==> config.mk <==
export PLATFORM = sky130hd
export DESIGN_NAME = pm_event_enable_control
export DESIGN_NICKNAME = d
export VERILOG_FILES = /design/src/pkg/pm_event_pkg.sv /design/src/rtl/pm_event_enable_control.sv
export VERILOG_INCLUDE_DIRS = /design/src /design/src/pkg
export SDC_FILE = /design/constraint.sdc
export NUM_CORES = 1
export LEC_CHECK = 0
export BUFFER_PORTS_ARGS = -buffer_cell sky130_fd_sc_hd__buf_2
export CAP_MARGIN = 10
export CORE_MARGIN = 5
export CORE_UTILIZATION = 29
export CTS_CLUSTER_SIZE = 14
export DETAILED_ROUTE_END_ITERATION = 6
export SLEW_MARGIN = 20
export SYNTH_ARGS = -nofsm -noshare
export SYNTH_HDL_FRONTEND = slang
export SYNTH_SLANG_ARGS = --single-unit
==> constraint.sdc <==
create_clock -name clk -period 2.82 [get_ports clk]
set_input_delay 0.564 -clock clk [delete_from_list [all_inputs] [get_ports clk]]
set_output_delay 0.564 -clock clk [all_outputs]
set_load 0.01 [all_outputs]
==> src/pkg/pm_event_cfg.svh <==
// Offsets, field positions and reset values of the power management
// wake enable and sleep control registers.
// Assumes the I/O base has already been decoded by the enclosing bridge.
//
// Summary of operation
// - Clock alarm flag with its wake enable set raises a resume event.
// - Power button flag with its enable set raises a management or control interrupt.
// - Power button pin assertion always raises a resume event.
// - Global event flag with its enable set raises the control interrupt.
// - Timer wrap flag with its enable set raises the control interrupt.
// - Sleep trigger bit always reads back as zero.
// - Writing one to the sleep trigger starts the selected suspend sequence.
// - Three-bit sleep kind field selects the suspend mode entered.
// - Writing one to firmware release sets the firmware flag when enabled.
// - Busmaster flag with reload enable set raises a burst or break event.
// - Route enable sends cover, overheat, input flags, and the button flag when its enable is set, to control interrupt.
// - Both registers reset to zero; reserved bits do nothing and read zero.
// - Flags set by hardware, the firmware flag also by a release write; cleared by writing one; set wins.
// - Timer wrap flag sets whenever timer bit 23 toggles either way.
`ifndef PM_EVENT_CFG_SVH
`define PM_EVENT_CFG_SVH

// Register offsets from the I/O base
`define PM_OFF_WAKE 8'h02
`define PM_OFF_CTRL 8'h04

// Reset values
`define PM_WAKE_RESET 16'h0000
`define PM_CTRL_RESET 16'h0000

// Wake enable fields
`define PM_WAKE_ALARM 10
`define PM_WAKE_BUTTON 8
`define PM_WAKE_GLOBAL 5
`define PM_WAKE_TIMER 0
`define PM_WAKE_MASK 16'h0521

// Sleep control fields
`define PM_CTRL_TRIGGER 13
`define PM_CTRL_KIND_HI 12
`define PM_CTRL_KIND_LO 10
`define PM_CTRL_RELEASE 2
`define PM_CTRL_RELOAD 1
`define PM_CTRL_ROUTE 0

`endif

==> src/pkg/pm_event_pkg.sv <==
// Types shared by the power management event enable block.
// Assumes nothing beyond a SystemVerilog compiler.
package pm_event_pkg;

    // Sticky event flags, one bit each
    typedef struct packed {
        logic clock_alarm_flag;
        logic power_button_flag;
        logic global_event_flag;
        logic timer_wrap_flag;
        logic busmaster_request_flag;
        logic cover_switch_flag;
        logic overheat_flag;
        logic general_input_flag;
        logic firmware_event_flag;
    } pm_flags_t;

    // Sleep kind codes
    typedef enum logic [2:0] {
        KIND_SOFT_OFF = 3'b000,
        KIND_RAM = 3'b001,
        KIND_ON_LOST = 3'b010,
        KIND_ON_CPU_LOST = 3'b011,
        KIND_ON_KEPT = 3'b100,
        KIND_WORKING = 3'b101,
        KIND_RSVD_6 = 3'b110,
        KIND_RSVD_7 = 3'b111
    } sleep_kind_t;

endpackage

==> src/rtl/pm_event_enable_control.sv <==
// Wake enable and sleep control registers with the event gating they steer.
// Assumes an I/O port already qualified by the base decode (io_sel) and
// same-clock event sources; only the power button pin is asynchronous.
`include "pm_event_cfg.svh"

module pm_event_enable_control (
    // Clock and reset
    input wire logic clk,
    input wire logic reset_n,
    // I/O register port
    input wire logic io_sel,
    input wire logic [7:0] io_addr,
    input wire logic io_wr,
    input wire logic io_rd,
    input wire logic [1:0] io_be,
    input wire logic [15:0] io_wdata,
    output logic [15:0] io_rdata,
    // Event sources
    input wire pm_event_pkg::pm_flags_t hw_set,
    input wire pm_event_pkg::pm_flags_t sw_clear,
    input wire logic timer_msb,
    input wire logic firmware_event_enable,
    input wire logic power_button_input_n,
    // Event outputs
    output pm_event_pkg::pm_flags_t flags,
    output logic resume_event,
    output logic control_irq,
    output logic mgmt_interrupt_out_n,
    output logic busmaster_reload_event,
    output logic sleep_start,
    output pm_event_pkg::sleep_kind_t sleep_kind_out
);
    import pm_event_pkg::*;

    logic [15:0] wake_enable;
    sleep_kind_t sleep_kind;
    logic firmware_release;
    logic busmaster_reload_enable;
    logic control_irq_route_enable;
    logic wr_wake;
    logic wr_ctrl;
    logic trigger_write;
    logic release_write;
    logic [2:0] button_sync;
    logic button_pressed;
    logic button_pressed_d;
    logic button_press;
    logic timer_msb_d;
    pm_flags_t flags_d;
    pm_flags_t set_now;
    pm_flags_t next_flags;
    logic next_sci;
    logic next_smi;
    logic [2:0] kind_wdata;
    localparam logic [15:0] WAKE_BITS = `PM_WAKE_MASK;

    // Write strobes for the two registers
    assign wr_wake = io_sel && io_wr && (io_addr == `PM_OFF_WAKE);
    assign wr_ctrl = io_sel && io_wr && (io_addr == `PM_OFF_CTRL);
    assign trigger_write = wr_ctrl && io_be[1] && io_wdata[`PM_CTRL_TRIGGER];
    assign release_write = wr_ctrl && io_be[0] && io_wdata[`PM_CTRL_RELEASE];

    // Sleep kind field of the write data, for the checks
    assign kind_wdata = io_wdata[`PM_CTRL_KIND_HI:`PM_CTRL_KIND_LO];

    // Wake enable register, defined bits only
    always_ff @(posedge clk or negedge reset_n) begin
        if (!reset_n) begin
            wake_enable <= `PM_WAKE_RESET;
        end else if (wr_wake) begin
            if (io_be[0]) begin
                wake_enable[7:0] <= io_wdata[7:0] & WAKE_BITS[7:0];
            end
            if (io_be[1]) begin
                wake_enable[15:8] <= io_wdata[15:8] & WAKE_BITS[15:8];
            end
        end
    end

    // Sleep control register
    always_ff @(posedge clk or negedge reset_n) begin
        if (!reset_n) begin
            sleep_kind <= KIND_SOFT_OFF;
            firmware_release <= 1'b0;
            busmaster_reload_enable <= 1'b0;
            control_irq_route_enable <= 1'b0;
        end else if (wr_ctrl) begin
            if (io_be[1]) begin
                sleep_kind <= sleep_kind_t'(io_wdata[`PM_CTRL_KIND_HI:`PM_CTRL_KIND_LO]);
            end
            if (io_be[0]) begin
                firmware_release <= io_wdata[`PM_CTRL_RELEASE];
                busmaster_reload_enable <= io_wdata[`PM_CTRL_RELOAD];
                control_irq_route_enable <= io_wdata[`PM_CTRL_ROUTE];
            end
        end
    end

    // Sleep sequencing request; working and reserved kinds start nothing but still load sleep_kind_out
    always_ff @(posedge clk or negedge reset_n) begin
        if (!reset_n) begin
            sleep_start <= 1'b0;
            sleep_kind_out <= KIND_SOFT_OFF;
        end else begin
            sleep_start <= trigger_write &&
                (io_wdata[`PM_CTRL_KIND_HI:`PM_CTRL_KIND_LO] < KIND_WORKING);
            if (trigger_write) begin
                sleep_kind_out <= sleep_kind_t'(io_wdata[`PM_CTRL_KIND_HI:`PM_CTRL_KIND_LO]);
            end
        end
    end

    // Read data, one cycle after the read strobe
    always_ff @(posedge clk or negedge reset_n) begin
        if (!reset_n) begin
            io_rdata <= 16'h0000;
        end else if (io_sel && io_rd && (io_addr == `PM_OFF_WAKE)) begin
            io_rdata <= wake_enable;
        end else if (io_sel && io_rd && (io_addr == `PM_OFF_CTRL)) begin
            // Trigger bit position always reads zero
            io_rdata <= {2'b00, 1'b0, sleep_kind, 7'h00, firmware_release,
                busmaster_reload_enable, control_irq_route_enable};
        end else begin
            io_rdata <= 16'h0000;
        end
    end

    // Power button pin synchroniser
    always_ff @(posedge clk or negedge reset_n) begin
        if (!reset_n) begin
            button_sync <= 3'b111;
        end else begin
            button_sync <= {button_sync[1:0], power_button_input_n};
        end
    end

    // Accept a pin change once the last two stages agree
    always_ff @(posedge clk or negedge reset_n) begin
        if (!reset_n) begin
            button_pressed <= 1'b0;
        end else if (button_sync[1] == button_sync[2]) begin
            button_pressed <= !button_sync[2];
        end
    end

    // Edge history for presses, timer and flags
    always_ff @(posedge clk or negedge reset_n) begin
        if (!reset_n) begin
            button_pressed_d <= 1'b0;
            timer_msb_d <= 1'b0;
            flags_d <= '0;
        end else begin
            button_pressed_d <= button_pressed;
            timer_msb_d <= timer_msb;
            flags_d <= flags;
        end
    end

    assign button_press = button_pressed && !button_pressed_d;

    // Hardware set terms for every flag
    always_comb begin
        set_now = hw_set;
        set_now.power_button_flag = hw_set.power_button_flag || button_press;
        set_now.timer_wrap_flag = hw_set.timer_wrap_flag ||
            (timer_msb != timer_msb_d);
        set_now.firmware_event_flag = hw_set.firmware_event_flag ||
            (release_write && firmware_event_enable);
    end

    // Sticky flags: write-one clear, set beats clear
    assign next_flags = set_now | (flags & ~sw_clear);

    always_ff @(posedge clk or negedge reset_n) begin
        if (!reset_n) begin
            flags <= '0;
        end else begin
            flags <= next_flags;
        end
    end

    // Control and management interrupt levels
    always_comb begin
        next_sci = (flags.global_event_flag && wake_enable[`PM_WAKE_GLOBAL]) ||
            (flags.timer_wrap_flag && wake_enable[`PM_WAKE_TIMER]) ||
            (control_irq_route_enable && (flags.cover_switch_flag ||
            flags.overheat_flag ||
            flags.general_input_flag));
        // Power button needs its own enable before the route choice applies
        if (flags.power_button_flag && wake_enable[`PM_WAKE_BUTTON] &&
            control_irq_route_enable) begin
            next_sci = 1'b1;
        end
        next_smi = (flags.firmware_event_flag && firmware_event_enable) ||
            (flags.power_button_flag && wake_enable[`PM_WAKE_BUTTON] &&
            !control_irq_route_enable);
    end

    always_ff @(posedge clk or negedge reset_n) begin
        if (!reset_n) begin
            control_irq <= 1'b0;
            mgmt_interrupt_out_n <= 1'b1;
        end else begin
            control_irq <= next_sci;
            mgmt_interrupt_out_n <= !next_smi;
        end
    end

    // Resume and busmaster reload pulses on flag rise; resume also on a button press
    always_ff @(posedge clk or negedge reset_n) begin
        if (!reset_n) begin
            resume_event <= 1'b0;
            busmaster_reload_event <= 1'b0;
        end else begin
            resume_event <= (flags.clock_alarm_flag && !flags_d.clock_alarm_flag &&
                wake_enable[`PM_WAKE_ALARM]) || button_press;
            busmaster_reload_event <= flags.busmaster_request_flag &&
                !flags_d.busmaster_request_flag && busmaster_reload_enable;
        end
    end
endmodule
; ---- Yosys cells after proc, flatten, opt, wreduce, memory -nomap -nowiden
; Index checks and enable logic that the tools add are counted.
; W data, S select, Z words.
[word_totals]
ff_bits = 51
elab_cells = 82
output_inout_bits = 33
in_bits = 52
[op_classes]
muxes = 3
reduce_logical = 43
n_eq_ne = 4
order_cmp = 1
bitwise = 3
[op_table]
columns = cell, n
row1 = $mux W13, 2
row2 = $logic_and A1 B1 Y1, 24
row3 = $and A9 B9 Y9, 1
row4 = $logic_or A1 B1 Y1, 9
row5 = $not A9 Y9, 1
row6 = $or A9 B9 Y9, 1
row7 = $eq A8 B2 Y1 const B, 1
row8 = $eq A8 B3 Y1 const B, 1
row9 = $reduce_and A2 Y1, 4
row10 = $logic_not A1 Y1, 6
row11 = $lt A3 B3 Y1 const B, 1
row12 = $eq A1 B1 Y1, 1
row13 = $mux W1, 1
row14 = $ne A1 B1 Y1, 1

; ---- Longest topological paths before layout
[logic_depth]
word_depth = 7
mapped_depth = 3
mapped_depth_nobuf = 3

; ---- Worst setup path before layout
; Ideal clock, no wire load.
[synth_timing]
path_type = input -> register
startpoint = in io_addr[5]
endpoint = reg busmaster_reload_enable
path_buffers = 0
setup_time_ps = 125
path_stages = 3
required_time_ps = 2695
path_slack_ps = 1095
arrival_ps = 1600
cell_sequence = nor4_4 > and3_2 > mux2_2
[synth_between]
elab_chain_cells = 3
[synth_lines]
columns = item, line_no
row1 = start: declaration, pm_event_enable_control.sv:12  ; input wire logic [7:0] io_addr,
row2 = $eq A8 B3 Y1 (no source line), -
row3 = $logic_and A1 B1 Y1, pm_event_enable_control.sv:59  ; assign wr_ctrl = io_sel && io_wr && (io_addr == `PM_OFF_CTRL);
row4 = $reduce_and A2 Y1 (no source line), -
row5 = end signal: assignment, pm_event_enable_control.sv:93  ; busmaster_reload_enable <= io_wdata[`PM_CTRL_RELOAD];
row6 = end: declaration, pm_event_enable_control.sv:38  ; logic busmaster_reload_enable;
; No other way between the ends.
; A chain may end at the register's enable or synchronous reset.

; ---- Worst setup path in the final report
[layout_timing]
startpoint = in io_addr[5]
endpoint = reg firmware_release
[layout_between]
elab_chain_cells = 3
[layout_lines]
columns = item, line_no
row1 = $eq A8 B3 Y1 (no source line), -
row2 = $logic_and A1 B1 Y1, pm_event_enable_control.sv:59
row3 = $reduce_and A2 Y1 (no source line), -
row4 = end signal: assignment, pm_event_enable_control.sv:92  ; firmware_release <= io_wdata[`PM_CTRL_RELEASE];
row5 = end: declaration, pm_event_enable_control.sv:37  ; logic firmware_release;
; No other way between the ends.

==> results.json <==
{
  "postCtsSetupBuffers": 0,
  "syn_inst": 124,
  "slew_violations": 0,
  "final-hold-violation-count": 0,
  "async_reset_ff_frac": 1.00,
  "wl_mm": 3.54,
  "cts_buffer_depth": 2,
  "synth.distinct_cells": 31,
  "clock-root-buffer": "clkbuf_8",
  "track_usage": 0.0948,
  "maxCapViolCount": 0,
  "wire_per_inst_um": 13.0,
  "cellPowerDensity_nw_per_um2": 552,
  "syn_area_per_cell_um2": 13.7,
  "synth_edf_count": 0,
  "ant_nets": 0,
  "boundaryPins": 85,
  "grt_antenna_before_repair": 0,
  "yosysMostFrequentCell": "dfrtp_1",
  "timing.hold.ws_ns": 0.233,
  "grt_max_degree": 44,
  "core_um2": 5610,
  "postLayoutCoreUtil": 0.399,
  "worst_setup_path_start_kind": "input pin",
  "drt_iter0_drc": 24,
  "synthTopCellsByCount": "39 x dfrtp_1, 13 x mux2_2, 11 x inv_1, 8 x buf_4, 7 x a21o_1",
  "final_area_um2": 2240,
  "seq_area_frac_synth": 0.637,
  "p_total_mw": 1.24,
  "core.rowCount": 27,
  "dieArea_um2": 7480,
  "cts_made_buffers": 5,
  "via_count": 1164,
  "fp.dieH_um": 86.5,
  "nFillCells": 567,
  "criticalPathCategory": "in2reg",
  "gp_congestion": 0.754,
  "fp.dieW_um": 86.5,
  "area_delta_synth_final_pct": 31.9,
  "rr_worst_depth": 2,
  "crit_path_max_fanout": 9,
  "overflow": 0,
  "cts_tree": "yes",
  "drive_above_1_share": 0.522,
  "drt_first_pass_iters": 3,
  "max_freq_mhz": 596,
  "start_util": 0.303,
  "nets": 252,
  "hp-class": "in2async",
  "dp_hpwl_mm": 2.72,
  "setup_viol": 0,
  "ys_seq_elements": 43,
  "clk_pin_slew_ns": 0.09,
  "cts_resized": 0,
  "relSlewSlack": 0.653,
  "synth_top_cell_area_share": 0.575,
  "clock_skew_ns": 0.00748,
  "worst_setup_path_end_kind": "register",
  "cp.required_ns": 3.00,
  "grt_pass1_vias": 1106,
  "min_period_ns": 1.68,
  "grt_setup_unrepaired": "false",
  "status": "completed",
  "grt_pass1_wl_mm": 5.47,
  "yosys.area.top_type": "dfrtp_1",
  "cp.arrival_ns": 1.86,
  "synthFlopType": "dfrtp_1",
  "placed_area_um2": 2100,
  "hold_buffers": 0,
  "fin_setup_tns_ns": 0,
  "irDropWorstVdd_uv": 257,
  "antenna_cells": 0,
  "cts.sinks": 43,
  "ys_warn_count": 0,
  "synthTopCellsByArea": "dfrtp_1 58%, mux2_2 8.6%, dfstp_2 6.2%, buf_4 3.5%, a21o_1 3.1%",
  "drc": 0,
  "tightest_slew_ns": 0.521,
  "leakage_nw": 1.20,
  "netlist_area_um2": 1700,
  "avgViaCountPerCell": 4.26,
  "period_share": 0.595,
  "h-tree-depth": 2,
  "io_buffers": 69,
  "clk_latency_ns": 0.29
}
cell families (layout without fill, tap and decap cells):
logic type	count (synthesis)	count (layout)	synth area share
compound gates	19	19	0.0833
xor+xnor	1	1	0.00516
buf+inv	19	89	0.0597
flops	43	43	0.637
mux	13	13	0.0863
other cells	1	8	0.00221
simple gates	28	28	0.126
metal layers:
metal | wire [um] | track usage | part of all wire
met5 | 0 | 0 | 0
met4 | 48 | 0.0340 | 0.014
met3 | 388 | 0.0371 | 0.11
met2 | 1630 | 0.147 | 0.46
met1 | 1480 | 0.120 | 0.42
cell usage in the layout, fill, tap and decap left out, types with 2 or more instances in the layout:
cell type	n
inv_1	11
and3_1	4
conb_1	8
nand3_1	2
a21o_1	7
and2_1	4
and3_2	3
nor2_1	4
a22oi_1	3
nand2_1	3
mux2_2	13
dfstp_2	4
o21ai_0	2
clkbuf_8	5
buf_2	69
dfrtp_1	39
per-stage QoR:
step | setup WS [ns] | cells
final | 1.14 | 273
after global routing | 1.06 | 273
after CTS | 1.15 | 272
after detailed placement | 0.827 | 264
after global placement | 0.822 | 264
after floorplan | 1.10 | 131
cell type report:
cell class,instances,area (um^2),area share
clock buffers,5,68.8,0.0307
clock inverters,3,43.8,0.0196
inverters,11,41.3,0.0184
multi-input cells,69,541,0.241
flip-flops and latches,43,1080,0.483
well taps,72,90.1,0.0402
repair buffers,70,373,0.167
final timing paths:
kind                                start              endpoint  slack (ns)
max in group asynchronous         reset_n  mgmt_interrupt_out_n        2.02
min reg2reg                button_sync[0]        button_sync[1]        0.36
min in group clk           button_sync[0]        button_sync[1]        0.36
max reg2reg                      flags[7]           control_irq        1.75
min                               reset_n           io_rdata[5]        0.23
max                            io_addr[5]      firmware_release        1.14
power breakdown:
group	total [mW]	internal [mW]	switching, mW
combinational	0.106	0.0501	0.0559
clock	0.476	0.264	0.212
sequential	0.654	0.641	0.0131
total	1.24	0.954	0.281
critical path, stage by stage:
cell    delay [ns]
buf_2         0.11
nor4_4        0.48
and3_2        0.36
mux2_2        0.34
sequential cells by signal (all words and copies together), names as in the netlist, 2 cells and up:
| register | count |
|---|---|
| io_rdata | 8 |
| flags_d | 2 |
| wake_enable | 4 |
| flags | 9 |
| sleep_kind_out | 3 |
| sleep_kind | 3 |
| button_sync | 3 |
Note: power is estimated with default switching activity, not from simulation.
